### src/design/pgit_params.svh
// timing, interval and reset constants of the power gating interval timer
`ifndef PGIT_PARAMS_SVH
`define PGIT_PARAMS_SVH

// ------------------------------------------------------------------
// clock and oscillator base period
// ------------------------------------------------------------------
`define PGIT_CLK_PERIOD_NS 4
`define PGIT_OSC_PERIOD_NS 15625000
// half an oscillator period in clock cycles, rounded down
`define PGIT_HALF_CYCLES ((`PGIT_OSC_PERIOD_NS / `PGIT_CLK_PERIOD_NS) / 2)

// ------------------------------------------------------------------
// sequence lengths in half oscillator periods; the gate drive stays low one half longer than PGIT_GATE_HALVES
// ------------------------------------------------------------------
`define PGIT_CAL_START_HALVES 2'h1
`define PGIT_CAL_END_HALVES 2'h3
`define PGIT_GATE_HALVES 2'h3

// ------------------------------------------------------------------
// delay intervals in oscillator periods, one per strap code
// ------------------------------------------------------------------
`define PGIT_PERIODS_16S 17'h00400
`define PGIT_PERIODS_32S 17'h00800
`define PGIT_PERIODS_64S 17'h01000
`define PGIT_PERIODS_100S 17'h01900
`define PGIT_PERIODS_128S 17'h02000
`define PGIT_PERIODS_256S 17'h04000
`define PGIT_PERIODS_512S 17'h08000
`define PGIT_PERIODS_1024S 17'h10000

// ------------------------------------------------------------------
// reset values
// ------------------------------------------------------------------
`define PGIT_GATE_RESET 1'b1
`define PGIT_CAL_RESET 1'b0

`endif

### src/design/pgit_pkg.sv
// types shared by the power gating interval timer
package pgit_pkg;
  typedef enum logic [0:0]
  {
    PGIT_ST_COUNT = 1'b0,
    PGIT_ST_DRIVE = 1'b1
  } pgit_state_t;
endpackage : pgit_pkg

### src/design/pgit_half_tick.sv
// divider that yields a one-cycle pulse every half oscillator period
module pgit_half_tick #(
  parameter int unsigned HALF_CYCLES = 2
) (
  input wire logic clk, // system clock
  input wire logic rst_n, // async clear, active low
  input wire logic restart, // realign the phase to zero
  output logic tick // one-cycle pulse per half period
);
  localparam int unsigned DW = (HALF_CYCLES > 1) ? $clog2(HALF_CYCLES) : 1;
  localparam logic [DW-1:0] LAST = DW'(HALF_CYCLES - 1);

  if (HALF_CYCLES < 1)
  begin : g_bad_half
    $error("HALF_CYCLES must be at least one");
  end

  logic [DW-1:0] div_q;

  // free-running count, realigned on restart so intervals start whole
  always_ff @(posedge clk or negedge rst_n)
  begin
    if (!rst_n)
      div_q <= '0;
    else if (restart || div_q == LAST)
      div_q <= '0;
    else
      div_q <= div_q + DW'(1);
  end

  assign tick = !restart && (div_q == LAST);
endmodule : pgit_half_tick

### src/design/pgit_top.sv
// power gating interval timer: counts the selected delay, drives the gate and calibration pulse
//
// Operation
// - supply-good low while host off: counter cleared, gate drive held inactive
// - supply-good low while host on: gate drive returns high, host loses power
// - after supply returns, host powered only after the full delay counted
// - rising supply-good starts the oscillator and the interval count
// - at interval expiry gate drive goes low, then calibration pulse follows
// - calibration rises half period after gate fall, lasts one period, once
// - done pulse clears counter, raises gate drive, forces calibration low
// - done during calibration high cuts the pulse, both outputs to defaults
// - without done, gate drive held low two periods then released
// - supply-good fall stops oscillator, asynchronously resets both outputs
// - straps select 16,32,64,100,128,256,512,1024 second intervals
`include "pgit_params.svh"

module pgit_top #(
  parameter int unsigned HALF_CYCLES = `PGIT_HALF_CYCLES
) (
  input wire logic CLOCK, // 250 MHz system clock
  input wire logic RESET_N, // async reset, active low
  input wire logic SUPPLY_GOOD_IN, // supply monitor good flag, high = good
  input wire logic DONE_IN, // host completion pulse, active high
  input wire logic INTERVAL_SELECT_BIT0, // strap, interval code lsb
  input wire logic INTERVAL_SELECT_BIT1, // strap, interval code middle bit
  input wire logic INTERVAL_SELECT_BIT2, // strap, interval code msb
  output logic POWER_GATE_DRIVE_N, // power gate drive, low = host powered
  output logic CALIBRATION_PULSE_OUT // one-period calibration pulse
);
  // ------------------------------------------------------------------
  // declarations
  // ------------------------------------------------------------------
  localparam int CW = 17;

  if (HALF_CYCLES < 1)
  begin : g_bad_half
    $error("HALF_CYCLES must be at least one");
  end

  logic rst_n_int;
  logic tick;
  logic done_q;
  logic done_evt;
  logic [2:0] sel_q;
  logic [CW-1:0] periods;
  logic [CW:0] target_halves;
  logic [CW:0] cnt_q;
  logic [1:0] phase_q;
  pgit_pkg::pgit_state_t state_q;
  logic gate_q;
  logic cal_q;
  logic expire;
  logic drive_end;

  // supply loss acts as an async clear; the oscillator is stopped with it
  assign rst_n_int = RESET_N & SUPPLY_GOOD_IN;

  // ------------------------------------------------------------------
  // half period enable from the oscillator model
  // ------------------------------------------------------------------
  pgit_half_tick #(
    .HALF_CYCLES(HALF_CYCLES)
  ) u_half_tick (
    .clk(CLOCK),
    .rst_n(rst_n_int),
    .restart(done_evt),
    .tick(tick)
  );

  // ------------------------------------------------------------------
  // done recognition
  // ------------------------------------------------------------------
  // rising edge only, so a long done level does not stall the next interval
  always_ff @(posedge CLOCK or negedge rst_n_int)
  begin
    if (!rst_n_int)
      done_q <= 1'b0;
    else
      done_q <= DONE_IN;
  end

  assign done_evt = DONE_IN & ~done_q;

  // ------------------------------------------------------------------
  // strap capture and interval table
  // ------------------------------------------------------------------
  // straps are caught at the start of each interval, never mid-count
  always_ff @(posedge CLOCK or negedge rst_n_int)
  begin
    if (!rst_n_int)
      sel_q <= 3'h0;
    else if (state_q == pgit_pkg::PGIT_ST_COUNT && cnt_q == '0)
      sel_q <= {INTERVAL_SELECT_BIT2, INTERVAL_SELECT_BIT1, INTERVAL_SELECT_BIT0};
  end

  // strap code to oscillator periods
  always_comb
  begin
    case (sel_q)
      3'h0: periods = `PGIT_PERIODS_16S;
      3'h1: periods = `PGIT_PERIODS_32S;
      3'h2: periods = `PGIT_PERIODS_64S;
      3'h3: periods = `PGIT_PERIODS_100S;
      3'h4: periods = `PGIT_PERIODS_128S;
      3'h5: periods = `PGIT_PERIODS_256S;
      3'h6: periods = `PGIT_PERIODS_512S;
      default: periods = `PGIT_PERIODS_1024S;
    endcase
  end

  assign target_halves = {periods, 1'b0};

  // expiry on the last half tick of the interval
  assign expire = (state_q == pgit_pkg::PGIT_ST_COUNT) && tick &&
                  (cnt_q == target_halves - (CW+1)'(1));
  assign drive_end = (state_q == pgit_pkg::PGIT_ST_DRIVE) && tick &&
                     (phase_q == `PGIT_GATE_HALVES);

  // ------------------------------------------------------------------
  // sequence state and drive phase
  // ------------------------------------------------------------------
  always_ff @(posedge CLOCK or negedge rst_n_int)
  begin
    if (!rst_n_int)
    begin
      state_q <= pgit_pkg::PGIT_ST_COUNT;
      phase_q <= 2'h0;
    end
    else if (done_evt)
    begin
      state_q <= pgit_pkg::PGIT_ST_COUNT;
      phase_q <= 2'h0;
    end
    else
    begin
      case (state_q)
        pgit_pkg::PGIT_ST_COUNT:
        begin
          if (expire)
          begin
            state_q <= pgit_pkg::PGIT_ST_DRIVE;
            phase_q <= 2'h0;
          end
        end
        default:
        begin
          if (drive_end)
            state_q <= pgit_pkg::PGIT_ST_COUNT;
          else if (tick)
            phase_q <= phase_q + 2'h1;
        end
      endcase
    end
  end

  // ------------------------------------------------------------------
  // interval counter in half periods
  // ------------------------------------------------------------------
  always_ff @(posedge CLOCK or negedge rst_n_int)
  begin
    if (!rst_n_int)
      cnt_q <= '0;
    else if (done_evt || expire)
      cnt_q <= '0;
    else if (state_q == pgit_pkg::PGIT_ST_COUNT && tick)
      cnt_q <= cnt_q + (CW+1)'(1);
  end

  // ------------------------------------------------------------------
  // power gate drive
  // ------------------------------------------------------------------
  always_ff @(posedge CLOCK or negedge rst_n_int)
  begin
    if (!rst_n_int)
      gate_q <= `PGIT_GATE_RESET;
    else if (done_evt)
      gate_q <= 1'b1;
    else if (expire)
      gate_q <= 1'b0;
    else if (drive_end)
      gate_q <= 1'b1;
  end

  // ------------------------------------------------------------------
  // calibration pulse
  // ------------------------------------------------------------------
  // one period wide, starting one half tick after the gate falls
  always_ff @(posedge CLOCK or negedge rst_n_int)
  begin
    if (!rst_n_int)
      cal_q <= `PGIT_CAL_RESET;
    else if (done_evt)
      cal_q <= 1'b0;
    else if (state_q == pgit_pkg::PGIT_ST_DRIVE && tick)
    begin
      if (phase_q == `PGIT_CAL_START_HALVES - 2'h1)
        cal_q <= 1'b1;
      else if (phase_q == `PGIT_CAL_END_HALVES - 2'h1)
        cal_q <= 1'b0;
    end
  end

  assign POWER_GATE_DRIVE_N = gate_q;
  assign CALIBRATION_PULSE_OUT = cal_q;

  // ------------------------------------------------------------------
  // assertion helpers
  // ------------------------------------------------------------------
  localparam logic [39:0] HALF40 = 40'(HALF_CYCLES);
  logic [39:0] since_start_q;
  logic [39:0] since_fall_q;

  // cycles since the interval began
  always_ff @(posedge CLOCK or negedge rst_n_int)
  begin
    if (!rst_n_int)
      since_start_q <= 40'h0;
    else if (done_evt || drive_end)
      since_start_q <= 40'h0;
    else
      since_start_q <= since_start_q + 40'h1;
  end

  // cycles since the gate drive fell
  always_ff @(posedge CLOCK or negedge rst_n_int)
  begin
    if (!rst_n_int)
      since_fall_q <= 40'h0;
    else if (expire)
      since_fall_q <= 40'h0;
    else
      since_fall_q <= since_fall_q + 40'h1;
  end

  // ------------------------------------------------------------------
  // assertions
  // ------------------------------------------------------------------
  a_gate_off_unpowered: assert property (
    @(posedge CLOCK) disable iff (!RESET_N)
    !SUPPLY_GOOD_IN |-> POWER_GATE_DRIVE_N && cnt_q == '0)
    else $error("gate drive or counter active with supply low");

  a_cal_low_unpowered: assert property (
    @(posedge CLOCK) disable iff (!RESET_N)
    !SUPPLY_GOOD_IN |-> !CALIBRATION_PULSE_OUT && state_q == pgit_pkg::PGIT_ST_COUNT)
    else $error("calibration high or sequence alive with supply low");

  a_supply_drop_off: assert property (
    @(posedge CLOCK) disable iff (!RESET_N)
    $fell(SUPPLY_GOOD_IN) && !$past(POWER_GATE_DRIVE_N) |-> POWER_GATE_DRIVE_N)
    else $error("host still powered after supply drop");

  a_start_on_rise: assert property (
    @(posedge CLOCK) disable iff (!RESET_N)
    $rose(SUPPLY_GOOD_IN) |-> state_q == pgit_pkg::PGIT_ST_COUNT && cnt_q == '0 &&
      POWER_GATE_DRIVE_N ##1 since_start_q == 40'h1)
    else $error("count did not start on supply rise");

  a_interval_exact: assert property (
    @(posedge CLOCK) disable iff (!rst_n_int)
    $fell(POWER_GATE_DRIVE_N) |-> since_start_q == 40'(target_halves) * HALF40)
    else $error("gate drive fell before or after the full interval");

  a_cal_rise_half: assert property (
    @(posedge CLOCK) disable iff (!rst_n_int)
    $rose(CALIBRATION_PULSE_OUT) |-> !POWER_GATE_DRIVE_N && since_fall_q == HALF40)
    else $error("calibration did not rise half a period after gate fall");

  a_cal_width_one: assert property (
    @(posedge CLOCK) disable iff (!rst_n_int)
    $fell(CALIBRATION_PULSE_OUT) && !$past(done_evt) |-> since_fall_q == 3 * HALF40)
    else $error("calibration width is not one oscillator period");

  a_gate_two_periods: assert property (
    @(posedge CLOCK) disable iff (!rst_n_int)
    $rose(POWER_GATE_DRIVE_N) && !$past(done_evt) |-> since_fall_q == 4 * HALF40)
    else $error("gate drive low time is not two oscillator periods");

  a_done_clears: assert property (
    @(posedge CLOCK) disable iff (!rst_n_int)
    done_evt |=> POWER_GATE_DRIVE_N && !CALIBRATION_PULSE_OUT && cnt_q == '0 &&
      state_q == pgit_pkg::PGIT_ST_COUNT)
    else $error("done did not restore defaults and clear the count");

  a_done_cuts_cal: assert property (
    @(posedge CLOCK) disable iff (!rst_n_int)
    done_evt && CALIBRATION_PULSE_OUT |=> !CALIBRATION_PULSE_OUT ##1 !CALIBRATION_PULSE_OUT)
    else $error("calibration not cut short by done");

  a_gate_then_cal: assert property (
    @(posedge CLOCK) disable iff (!rst_n_int)
    $fell(POWER_GATE_DRIVE_N) |-> !CALIBRATION_PULSE_OUT)
    else $error("calibration high when gate drive fell");

  c_natural_end: cover property (
    @(posedge CLOCK) disable iff (!rst_n_int)
    drive_end && !done_evt);

  c_done_in_drive: cover property (
    @(posedge CLOCK) disable iff (!rst_n_int)
    done_evt && !POWER_GATE_DRIVE_N && !CALIBRATION_PULSE_OUT);

  c_done_during_cal: cover property (
    @(posedge CLOCK) disable iff (!rst_n_int)
    done_evt && CALIBRATION_PULSE_OUT);

  c_supply_drop_on: cover property (
    @(posedge CLOCK) disable iff (!RESET_N)
    $fell(SUPPLY_GOOD_IN) && !$past(POWER_GATE_DRIVE_N));
endmodule : pgit_top

### config.mk
export PLATFORM = sky130hd
export DESIGN_NAME = pgit_top
export DESIGN_NICKNAME = d
export VERILOG_FILES = /design/src/design/pgit_pkg.sv /design/src/design/pgit_half_tick.sv /design/src/design/pgit_top.sv
export VERILOG_INCLUDE_DIRS = /design/src /design/src/design
export SDC_FILE = /design/constraint.sdc
export NUM_CORES = 1
export LEC_CHECK = 0
export BUFFER_PORTS_ARGS = -buffer_cell sky130_fd_sc_hd__buf_2
export CORE_MARGIN = 1.5
export CORE_UTILIZATION = 69
export CTS_BUF_LIST = sky130_fd_sc_hd__clkbuf_8
export DETAILED_ROUTE_END_ITERATION = 7
export GPL_TIMING_DRIVEN = 1
export PLACE_DENSITY = 0.84
export SLEW_MARGIN = 20
export SYNTH_ARGS = -nofsm -noshare
export SYNTH_HDL_FRONTEND = slang
export SYNTH_SLANG_ARGS = --single-unit
export TNS_END_PERCENT = 10
### constraint.sdc
create_clock -name CLOCK -period 4.3 [get_ports CLOCK]
set_input_delay 0.86 -clock CLOCK [delete_from_list [all_inputs] [get_ports CLOCK]]
set_output_delay 0.86 -clock CLOCK [all_outputs]
set_load 0.02 [all_outputs]
== Word level (Yosys, flattened, before mapping) ==
Index checks and enable logic that the tools add are counted.
Cells by class
  add/subtract/negate cells: 4
  equality and inequality tests: 12
  mux-type cells: 20
  bitwise gates (word level): 4
  reductions and logical operators: 19
Operator list (number)
  17-bit one-hot mux with 7 select lines: 1
  18-bit two-way mux: 2
  21-bit by 1-bit adder with 21-bit output, second input constant: 1
  21-bit equality test, second input constant: 1
  21-bit two-way mux: 1
  18-bit by 1-bit adder with 18-bit output, second input constant: 1
  18-bit equality test: 1
  18-bit logical NOT: 1
  18-bit by 1-bit subtractor with 18-bit output, second input constant: 1
  1-bit two-way mux: 11
  2-bit two-way mux: 5
  3-bit equality test, second input constant: 3
  3-bit nonzero test: 3
  3-bit by 2-bit equality test with 1-bit output, second input constant: 2
  1-bit logical AND: 6
  3-bit != test, second input constant: 2
  2-bit equality test, second input constant: 2
  2-bit nonzero test: 2
  3-bit by 1-bit equality test with 1-bit output, second input constant: 1
  3-bit logical NOT: 1
  3-bit AND reduction: 1
  2-bit by 1-bit adder with 2-bit output, second input constant: 1
  1-bit bitwise AND: 2
  2-bit logical NOT: 1
  other kinds (4): 6
Word-level totals
  register bits: 48
  bits of input ports: 7
  output and inout bits: 2
  logic and storage cells: 67

== Depth between registers and ports, before layout ==
Gate-level depths: netlist of the first run.
  depth after elaboration: 9
  gate-level depth with buffers: 10
  gate-level depth less buffers: 8

== Cells and area by module ==
From an unflattened synthesis of the first run, not the netlist that was laid out.
Unflattened totals
  cell total of the unflattened synthesis: 297
  area total of the unflattened synthesis: 2850.2 µm²
Modules (own cells, without submodules)
  pgit_top: times used 1, cells each 177, area an instance 1746.7 µm², seq. area each 676.9 µm²
  pgit_half_tick: times used 1, cells each 120, area an instance 1103.6 µm², seq. area each 525.5 µm²

== Worst setup path before layout of the first run ==
No wires, ideal clock.
  path kind: register to register
  start point: register sel_q[0]
  end point: register cnt_q[7]
  library setup time: 0.119 ns
  arrival time: 2.238 ns
  data required time: 4.181 ns
  path slack: 1.944 ns
  stages on the path, launching flop included: 11
  path buffers: 2
  clock period less this slack: 2.356 ns
  path through: dfrtp_1 -> clkbuf_1 -> or3_1 -> ha_1 -> or4b_2 -> nand3_1 -> xnor2_1 -> nand4_2 -> o21ai_4 -> buf_6 -> nor2_1
On the way
  word-level cells in the longest chain between the ends: 7
  elaborated cells between the ends (all ways): 14
  those cells by class: add/sub: 1; eq/ne: 7; mux: 2; reduce/logical: 4
Ends and longest elaborated chain
  start, declared: line pgit_top.sv:44  | logic [2:0] sel_q;
  start signal, assigned: line pgit_top.sv:93  | sel_q <= {INTERVAL_SELECT_BIT2, INTERVAL_SELECT_BIT1, INTERVAL_SELECT_BIT0};
  3-bit equality test (tied with other cells): line pgit_top.sv:99  | case (sel_q)
  17-bit one-hot mux with 7 select lines *: line pgit_top.sv:99
  18-bit by 1-bit subtractor with 18-bit output *: line pgit_top.sv:115  | (cnt_q == target_halves - (CW+1)'(1));
  18-bit equality test *: line pgit_top.sv:115
  1-bit logical AND *: line pgit_top.sv:114  | assign expire = (state_q == pgit_pkg::PGIT_ST_COUNT) && tick &&
  1-bit logical OR *: line pgit_top.sv:163  | else if (done_evt || expire)
  18-bit two-way mux / 2-bit nonzero test (equally long branches)
  end signal, assigned: line pgit_top.sv:166  | cnt_q <= cnt_q + (CW+1)'(1);
  end, declared: line pgit_top.sv:47  | logic [CW:0] cnt_q;
Mark *: on every way between the ends. The rest lies on a longest branch, timed or not.
A chain may end at the register's enable or synchronous reset.

== Worst setup path in the final report of the first run ==
  start point: register sel_q[2]
  end point: register cnt_q[7]
The elaborated chain is that of the path after synthesis.

==> results of run 1 <==
-- path summary, 6_finish.rpt --
| check | from | endpoint | slack (ns) |
|---|---|---|---|
| setup / recovery | sel_q[2]$_DFFE_PN0P_ | cnt_q[7]$_DFFE_PN0P_ | 1.68 |
| hold / removal | u_half_tick.div_q[0]$_DFF_PN0_ | u_half_tick.div_q[0]$_DFF_PN0_ | 0.52 |
| setup reg to reg | sel_q[2]$_DFFE_PN0P_ | cnt_q[7]$_DFFE_PN0P_ | 1.68 |
| hold reg to reg | u_half_tick.div_q[0]$_DFF_PN0_ | u_half_tick.div_q[0]$_DFF_PN0_ | 0.52 |
| max in group asynchronous | RESET_N | u_half_tick.div_q[15]$_DFF_PN0_ | 3.14 |
| min in group asynchronous | SUPPLY_GOOD_IN | cnt_q[6]$_DFFE_PN0P_ | 0.75 |
-- worst register-to-register path, cell delays in order, from the launching register on --
cell,delay (ns)
dfrtp_1,0.53
nand3b_1,0.20
ha_1,0.23
or4b_2,0.59
nand3_1,0.13
xnor2_1,0.16
nand4_2,0.16
o21ai_4,0.39
nor2_1,0.11
-- state kept, by name, summed over array words and instances, names as in the netlist --
register / flops
sel_q: 3
u_half_tick.div_q: 21
POWER_GATE_DRIVE_N: 1
phase_q: 2
done_q: 1
CALIBRATION_PULSE_OUT: 1
cnt_q: 18
state_q: 1
-- cell families (layout without fill, tap and decap cells) --
family          count (synthesis)  count (layout)  synth area share, %
simple gates                  152             152                 30.9
flops                          48              48                 44.0
xor+xnor                       38              38                 12.2
compound gates                 20              20                 4.63
buf+inv                        16              25                 2.57
fa+ha+maj                       9               9                 4.03
mux                             4               4                 1.65
-- synthesized netlist by cell type (all sizes together), types with 5 or more instances --
cell | count | area share [%]
a21oi | 8 | 1.5
and3 | 6 | 1.4
and4 | 5 | 1.6
clkbuf | 5 | 0.69
dfrtp | 47 | 43
ha | 8 | 3.7
inv | 7 | 0.96
nand2 | 28 | 3.8
nand3 | 22 | 4.0
nand4 | 12 | 3.2
nor2 | 40 | 5.5
nor2b | 6 | 1.4
o21ai | 7 | 1.7
or3 | 6 | 1.4
xnor2 | 11 | 3.5
xor2 | 27 | 8.7
-- placed cells by master (no fill, tap or decap), types with 2 or more instances in the layout --
cell,count
nand4_2,2
clkbuf_8,5
and4_1,5
bufinv_16,3
dfrtp_1,47
nor4_1,4
ha_1,8
nand2_1,28
nor3b_1,2
nand2b_1,3
nand4_1,10
a31oi_1,2
mux2_2,4
buf_4,2
nor2b_1,6
xnor2_1,11
nor3_1,3
nand3_1,22
a21oi_1,8
o21ai_1,2
inv_1,7
or3_1,6
nor2_1,40
nand4bb_1,2
o21ai_0,4
buf_2,8
nand3b_1,4
xor2_1,27
and3_1,6
-- through the flow --
stage          cell area [um2]  worst slack (ns)  power (mW)  std cells
2_1_floorplan             2730              1.94       0.614        287
4_1_cts                   2960              1.67        1.09        344
5_1_grt                   2960              1.47        1.12        344
3_5_place_dp              2800              1.69       0.642        336
3_3_place_gp              2800              1.81       0.634        336
6_report                  2960              1.68        1.08        344
-- power groups by stage --
stage	registers (mW)	logic [mW]	clock network (mW)
2_1_floorplan	0.501	0.113	0
3_3_place_gp	0.519	0.115	0
3_5_place_dp	0.521	0.121	0
4_1_cts	0.512	0.123	0.450
5_1_grt	0.518	0.138	0.465
6_report	0.512	0.122	0.446
-- layer usage --
| metal | up-vias | global-route usage (%) | wire length (um) |
|---|---|---|---|
| li1 | 1013 | - | - |
| met1 | 1033 | 36.9 | 2480 |
| met2 | 40 | 51.0 | 2800 |
| met3 | 12 | 6.64 | 197 |
| met4 | 0 | 8.59 | 96 |
| met5 | - | 0 | 0 |
-- layout make-up --
class                      count  area (um2)  area share, %
tap                           48        60.1           2.03
multi-input combinational    223        1460           49.3
inverter                       7        26.3          0.887
clock buffer                   5        68.8           2.32
timing repair buffer          10        55.1           1.86
sequential                    48        1200           40.6
clock inverter                 3        90.1           3.04
==> results.toml, run 1 <==
[timing]
finalSetupTns_ns = 0
slew_violations = 0
post-route-period-util_pct = 60.9
max_slew.worst_pin.slew_ns = 0.695
maxSlewHeadroom_pct = 53.7
grt_setup_unrepaired = "false"
hold_viol_final = 0
fmax_ghz = 0.382
setup_viol = 0
worst_clock_skew_ns = 0.0111
min_period_ns = 2.62
holdWs_ns = 0.516

[worst_setup_path]
cp_max_fo = 15
path_depth = 8
critPathLaunchType = "register"
worst-setup-path-type = "reg -> reg"
critPathBufInv = 0
worstPathArrival_ns = 2.79
max_stage_delay_ns = 0.59
cp_slowest_cell = "or4b_2"
endpoint_kind = "register"
crit_family = "simple AND/OR/NAND/NOR gates"
worstPathRequired_ns = 4.48
crit_chain = "nand3b_1 > ha_1 > or4b_2 > nand3_1 > xnor2_1 > nand4_2 > o21ai_4 > nor2_1"
r2r_cells = 8

[grt]
grt_pass1_wl_um = 9680
grt.overflow.total = 0
grt_use_total_pct = 29.5
grt_pass1_vias = 2091
antenna_found_initial = 0
grt_max_degree = 49

[power_and_ir_drop]
pwr-share-clk_pct = 41.3
p_leak_nw = 1.32
cellPowerDensity_nw_per_um2 = 365
p_comb_share_pct = 11.3
seq_power_share_pct = 47.4
power.switching_mw = 0.258
worst_ir_drop_vdd_v = 0.000239
switching_share_pct = 23.9
p_int_mw = 0.821

[finish]
final_util_pct = 79.1
finalNetCount = 310
syn_to_final_growth_pct = 8.48
layout-drive-gt1-share_pct = 11.1
num-fill-cells = 232
antennaDiodeCount = 0

[synth]
ys.flop_type = "dfrtp_1"
syn_nets = 302
yosysSeqAreaShare_pct = 44.0
async_flop_share_pct = 100
syn_inst = 287
synth_area_um2 = 2730
synth_cell_types = 43
ys_warn_count = 0
syn_area_per_cell_um2 = 9.51
ys_seq_elements = 48
synth_edf_count = 0

[floorplanning]
initial_core_util_pct = 72.9
pin_count = 9
die-area_um2 = 4340
core_um2 = 3740
die_x_um = 65.9
dieHeight_um = 65.9
rows = 22

[clocking]
clockBufferDepth = 2
cts_setup_buffers = 0
postCtsHoldBufs = 0
h-tree-depth = 2
cts_root_buffer = "clkbuf_8"
cts_tree = "built"
worstSkewPairLatency_ns = 0.31
post_cts_resized = 0
path_clk_slew_ns = 0.09
cts_buffers = 5
clkSinkCount = 48

[place]
dpl.hpwl_um = 3620
port_buffers = 8
place_congestion = 0.805

[detailed_routing]
vias_per_cell = 6.10
drt_iter0_markers = 183
drt_pass1_iterations = 4
vias = 2098
drc_errors = 0
drtAntennaViolNets = 0
wl_per_cell_um = 16.2
wl_um = 5570

[worst_hold_path]
hold_depth = 1
hold_class = "reg -> reg"

[flow_run]
cap_violations = 0

[status]
status = "complete, no violations"
Note: power is estimated with default switching activity, not from simulation.
==> run 2, diff against run 1 <==
ABC_AREA = 1   (was not set)
CORE_UTILIZATION = 58   (was 69)
PLACE_DENSITY = 0.75   (was 0.84)
clock period = 2.34 ns   (was 4.3 ns; I/O delays follow)
==> run 2 against run 1 <==
Setup slack worse by 1.4 ns. Core utilization fell by 14 points. Critical endpoint is now cnt_q[0]$_DFFE_PN0P_. Combinational power increased to 4.3 times the previous value. Largest power group unchanged. Largest cell class unchanged.
==> results.toml, run 2 <==
[place]
port_buffers = 8
dpl.hpwl_um = 4820
placed_cell_area_um2 = 3230
dpl.cell_count = 502
place_congestion = 0.952

[synth]
synth_cell_types = 37
ys_seq_elements = 48
yosysSeqAreaShare_pct = 38.4
ys_warn_count = 0
syn_area_per_cell_um2 = 7.31
synthTopCellsByCount = "nand2_1, nor2_1, inv_1"
syn_inst = 428
synthTopCellsByArea = "dfrtp_1, nand2_1, nor2_1"
async_flop_share_pct = 100
synth_edf_count = 0
synthAdderAreaFrac_pct = 3.20
muxShareOfSynthArea_pct = 1.08
synth_top_family_by_area = "simple AND/OR/NAND/NOR gates"
yosys.area_share.simple_pct = 38.0
ys.flop_type = "dfrtp_1"
synth_area_um2 = 3130
synth-compound-area-share_pct = 5.36
yosysMostFrequentCell = "nand2_1"
synth_xor_xnor_area_share_pct = 4.48
syn_nets = 443
synth_largest_area_cell = "dfrtp_1"
synth_top_area_share_pct = 37.6

[timing]
finalSetupTns_ns = 0
grt_setup_unrepaired = "false"
post-route-period-util_pct = 87.8
fmax_ghz = 0.486
hold_viol_final = 0
maxSlewHeadroom_pct = 66.2
worst_clock_skew_ns = 0.00552
setup_viol = 0
slew_violations = 0
max_slew.worst_pin.slew_ns = 0.507
min_period_ns = 2.06

[floorplanning]
die-area_um2 = 5850
die_x_um = 76.5
initial_core_util_pct = 60.9
rows = 26
core_um2 = 5140
dieHeight_um = 76.5
pin_count = 9

[worst_setup_path]
endpoint_kind = "register"
crit_chain = "nand2_1 > nor2_2 > inv_1 > ha_1 > inv_1 > nand2_1 > nand3_1 > nor2_1 > nand3_1 > nor2_1 > nand2_4 > nand2_8 > inv_4 > nand3_2 > nand2_1"
worstPathRequired_ns = 2.53
worst-setup-path-type = "reg -> reg"
cp_max_fo = 9
critPathLaunch = "sel_q[1]$_DFFE_PN0P_"
crit_family = "simple AND/OR/NAND/NOR gates"
cp_slowest_cell = "dfrtp_1"
critPathLaunchType = "register"
worstPathArrival_ns = 2.25
r2r-start = "sel_q[1]$_DFFE_PN0P_"
critPathBufInv = 3
cpMostUsedCell = "nand2_1"
max_stage_delay_ns = 0.42

[finish]
layout-drive-gt1-share_pct = 12.5
largestRegisters = "u_half_tick.div_q: 21 flops, cnt_q: 18 flops, sel_q: 3 flops"
largest_register_ff_count = 21
antennaDiodeCount = 0
layout.cells.most_common = "nand2_1"
final_cells = 509
final_util_pct = 65.3
syn_to_final_growth_pct = 7.27
finalNetCount = 454
final_cell_mix = "nand2_1, nor2_1, inv_1"
stdcell_area_um2 = 3360
regMostFlops = "u_half_tick.div_q"

[grt]
grt_pass1_wl_um = 11700
grt.overflow.total = 0
grt_pass1_vias = 2538
antenna_found_initial = 0
grt_max_degree = 25
grt_use_total_pct = 24.9

[power_and_ir_drop]
p_total_mw = 2.22
p_leak_nw = 1.60
cellPowerDensity_nw_per_um2 = 662
worst_ir_drop_vdd_v = 0.000430

[status]
status = "complete, no violations"

[flow_run]
cap_violations = 0

[detailed_routing]
drt_iter0_markers = 245
drtAntennaViolNets = 0
vias_per_cell = 5.25
vias = 2671
wl_per_cell_um = 12.9
wl_um = 6560
drt_pass1_iterations = 5
drc_errors = 0

[clocking]
clkSinkCount = 48
cts_root_buffer = "clkbuf_8"
cts_buffers = 5
cts_tree = "built"
path_clk_slew_ns = 0.09
worstSkewPairLatency_ns = 0.30
clockBufferDepth = 2
cts_setup_buffers = 0
h-tree-depth = 2

[worst_hold_path]
hold_class = "in -> async"
==> run 2: worst paths after layout <==
path,to,slack [ns],cells past startpoint
setup / recovery,cnt_q[0]$_DFFE_PN0P_,0.28,15
hold / removal,u_half_tick.div_q[12]$_DFF_PN0_,0.21,3
setup reg to reg,cnt_q[0]$_DFFE_PN0P_,0.28,15
hold reg to reg,u_half_tick.div_q[0]$_DFF_PN0_,0.50,1
max in group asynchronous,POWER_GATE_DRIVE_N$_DFFE_PN1P_,1.49,4
min in group CLOCK,done_q$_DFF_PN0_,0.28,1
==> run 2: through the flow <==
step                      hold WS (ns)  setup slack (ns)
after floorplan                  0.450             0.465
after global placement           0.474             0.338
after detailed placement         0.492             0.261
after CTS                        0.229             0.240
after global routing             0.277            0.0522
final                            0.214             0.284
==> run 2: tightest hold or removal path: cells and delay by family <==
kind | cells | cell delay, ns
buf+inv | 2 | 0.45
simple gates | 1 | 0.05
==> run 2: cell families (layout without fill, tap and decap cells) <==
logic type / count (synthesis) / in the layout
AOI/OAI and AO/OA: 31 / 31
xor gates and xnor gates: 16 / 16
DFF: 48 / 48
and+or+nand+nor: 255 / 255
adders and majority gates: 8 / 8
muxes: 3 / 3
buffers and inverters: 67 / 78
==> run 2: area by class of cell <==
type,instances,area (um2)
Tap cell,70,87.6
Clock buffer,5,68.8
Timing Repair Buffer,11,62.6
Multi-Input combinational cell,313,1630
Fill cell,486,1780
Sequential cell,48,1200
Inverter,60,243
Clock inverter,2,60.1
==> run 2: per-layer routing <==
layer | global-route usage (%) | wire (um) | vias to the layer above
met5 | 0 | 0 | -
met4 | 7.41 | 75 | 0
met3 | 3.95 | 333 | 6
met2 | 37.4 | 2800 | 75
met1 | 36.7 | 3360 | 1216
li1 | - | - | 1374
==> run 2: timing repair <==
action                     in CTS  in global routing
gates resized for setup         0                  1
hold buffers                    0                  0
setup endpoints to repair       0                  4
hold endpoints to repair        0                  0
==> run 2: where the power goes <==
part	switching (mW)	leakage [nW]	internal [mW]	total (mW)
clock	0.271	0.0642	0.420	0.692
sequential	0.106	0.647	0.906	1.01
combinational	0.318	0.890	0.201	0.519
==> run 3, diff against run 2 <==
SYNTH_HIERARCHICAL = 1   (was not set)
==> run 3 against run 2 <==
Combinational power decreased by 0.8%. Total power fell by 5.5%. Non-clock buffer count is 6 higher. Fmax decreased by 5.3%. Setup slack worse by 0.11 ns. Wire length rose by 2.8%. Synthesized area shrank 0.52%. Sequential share of layout area shrank 0.23 points. Cell area up 0.63%. Cell count shrank 0.39%.
==> results.toml, run 3 <==
[status]
status = "complete, no violations"

[worst_setup_path]
rrSetupSlack_ns = 0.17
cp_slowest_cell = "dfrtp_1"
crit_chain = "inv_1 > ha_1 > nand4_1 > nor2_1 > nand2_2 > nor2_4 > nand2_4 > nor3_2 > nand2_1 > nor2_4 > nand3_4 > nand2_4 > inv_4 > and3_1"
cp_max_fo = 11
worstPathArrival_ns = 2.37
max_stage_delay_ns = 0.43
endpoint_kind = "register"
crit_family = "simple AND/OR/NAND/NOR gates"
worst-setup-path-type = "reg -> reg"
critPathBufInv = 2
worstPathRequired_ns = 2.54
critPathLaunchType = "register"

[clocking]
clockBufferDepth = 2
h-tree-depth = 2
cts_root_buffer = "clkbuf_8"
cts_tree = "built"
worstSkewPairLatency_ns = 0.31
path_clk_slew_ns = 0.09
cts_buffers = 5
clkSinkCount = 48
postCtsHoldBufs = 0

[power_and_ir_drop]
worst_ir_drop_vdd_v = 0.000414
p_total_mw = 2.10
cellPowerDensity_nw_per_um2 = 622
p_leak_nw = 1.52

[synth]
ys_warn_count = 6
yosysMostFrequentCell = "nand2_1"
synth_largest_area_cell = "dfrtp_1"
synthTopCellsByCount = "nand2_1, nor2_1, dfrtp_1"
ys.flop_type = "dfrtp_1"
syn_nets = 431
syn_area_per_cell_um2 = 7.49
syn_inst = 416
yosysSeqAreaShare_pct = 38.6
synth_top_area_share_pct = 37.8
synth_area_um2 = 3110
synth_edf_count = 0
async_flop_share_pct = 100
ys_seq_elements = 48
synth_cell_types = 34
synthTopCellsByArea = "dfrtp_1, nand2_1, nor2_1"

[finish]
regMostFlops = "u_half_tick/div_q"
largest_register_ff_count = 21
syn_to_final_growth_pct = 8.52
final_util_pct = 65.7
layout-drive-gt1-share_pct = 18.5
final_cells = 507
finalNetCount = 451
largestRegisters = "u_half_tick/div_q: 21 flops, cnt_q: 18 flops, sel_q: 3 flops"
layout.cells.most_common = "nand2_1"
stdcell_area_um2 = 3380
final_cell_mix = "nand2_1, nor2_1, dfrtp_1"
antennaDiodeCount = 0
num-fill-cells = 497

[place]
placed_cell_area_um2 = 3240
dpl.cell_count = 495
port_buffers = 8
place_congestion = 0.889
dpl.hpwl_um = 5140

[timing]
worst_clock_skew_ns = 0.0155
fmax_ghz = 0.461
max_slew.worst_pin.slew_ns = 0.602
slew_violations = 0
setup_viol = 0
holdWs_ns = 0.281
maxSlewHeadroom_pct = 59.8
post-route-period-util_pct = 92.7
min_period_ns = 2.17
hold_viol_final = 0

[detailed_routing]
drc_errors = 0
wl_um = 6740
met2WireLength_um = 2970
vias = 2690
vias_per_cell = 5.31
drtAntennaViolNets = 0
drt_iter0_markers = 185
wl_met1_um = 3430
wl_per_cell_um = 13.3
top_layer = "met4"
drt_pass1_iterations = 5
routed-wl-met3_um = 283

[floorplanning]
core_um2 = 5140
die-area_um2 = 5820
dieHeight_um = 76.3
pin_count = 9
die_x_um = 76.3
rows = 26
initial_core_util_pct = 60.6

[grt]
grt_pass1_vias = 2467
grt_max_degree = 49
grt_pass1_wl_um = 11700
grt.overflow.total = 0
antenna_found_initial = 0
grt_use_total_pct = 25.4

[flow_run]
cap_violations = 0

[worst_hold_path]
hold_class = "in -> reg"
-- run 3: routing by layer --
| layer | track usage [%] | up-vias |
|---|---|---|
| li1 | - | 1345 |
| met1 | 38.9 | 1276 |
| met3 | 3.95 | 7 |
| met4 | 6.11 | 0 |
| met5 | 0 | - |
| met2 | 37.7 | 62 |
-- run 3: worst paths after layout --
| kind | start | endpoint | depth (start not counted) |
|---|---|---|---|
| hold reg to reg | phase_q[0]$_DFFE_PN0P_ | phase_q[0]$_DFFE_PN0P_ | 2 |
| min in group asynchronous | SUPPLY_GOOD_IN | CALIBRATION_PULSE_OUT$_DFFE_PN0P_ | 4 |
| max in group asynchronous | RESET_N | u_half_tick/div_q[20]$_DFF_PN0_ | 4 |
| setup / recovery | u_half_tick/div_q[1]$_DFF_PN0_ | cnt_q[12]$_DFFE_PN0P_ | 14 |
| hold / removal | DONE_IN | done_q$_DFF_PN0_ | 1 |
| setup reg to reg | u_half_tick/div_q[1]$_DFF_PN0_ | cnt_q[12]$_DFFE_PN0P_ | 14 |
-- run 3: final cells by class --
type	count	area (um2)	area share (%)
tap	70	87.6	2.59
inverter	50	190	5.63
clock buffer	5	68.8	2.04
sequential	48	1200	35.6
clock inverter	3	38.8	1.15
timing repair buffer	17	108	3.18
multi-input combinational	314	1680	49.8
-- run 3: logic make-up after synthesis --
logic type,synth area share (%)
compound gates,3.37
xor+xnor,5.06
fa+ha+maj,3.21
buf+inv,7.55
flops,38.6
mux,1.08
simple gates,41.1
-- run 3: worst register-to-register path: stages (launching register included) --
cell	delay (ns)
dfrtp_1	0.43
inv_1	0.08
ha_1	0.14
nand4_1	0.08
nor2_1	0.13
nand2_2	0.15
nor2_4	0.14
nand2_4	0.09
nor3_2	0.15
nand2_1	0.10
nor2_4	0.11
nand3_4	0.10
nand2_4	0.12
inv_4	0.10
and3_1	0.15
-- run 3: metrics by stage --
stage | setup TNS, ns | setup slack [ns]
final | 0 | 0.170
after global routing | -0.0168 | -0.0102
after CTS | 0 | 0.104
after detailed placement | 0 | 0.110
after global placement | 0 | 0.204
after floorplan | 0 | 0.104
-- run 3: where the power goes --
| group | leakage, nW | total, mW | switching (mW) | internal (mW) |
|---|---|---|---|---|
| Sequential | 0.648 | 0.995 | 0.103 | 0.891 |
| Combinational | 0.812 | 0.515 | 0.320 | 0.195 |
| Clock | 0.0593 | 0.591 | 0.278 | 0.313 |
-- run 3: timing repair --
| action | 4_1_cts | 5_1_grt |
|---|---|---|
| endpoints found under the setup margin | 0 | 13 |
| resized for setup | 0 | 1 |
| hold endpoints to repair | 0 | 0 |
| buffers inserted | 0 | 4 |
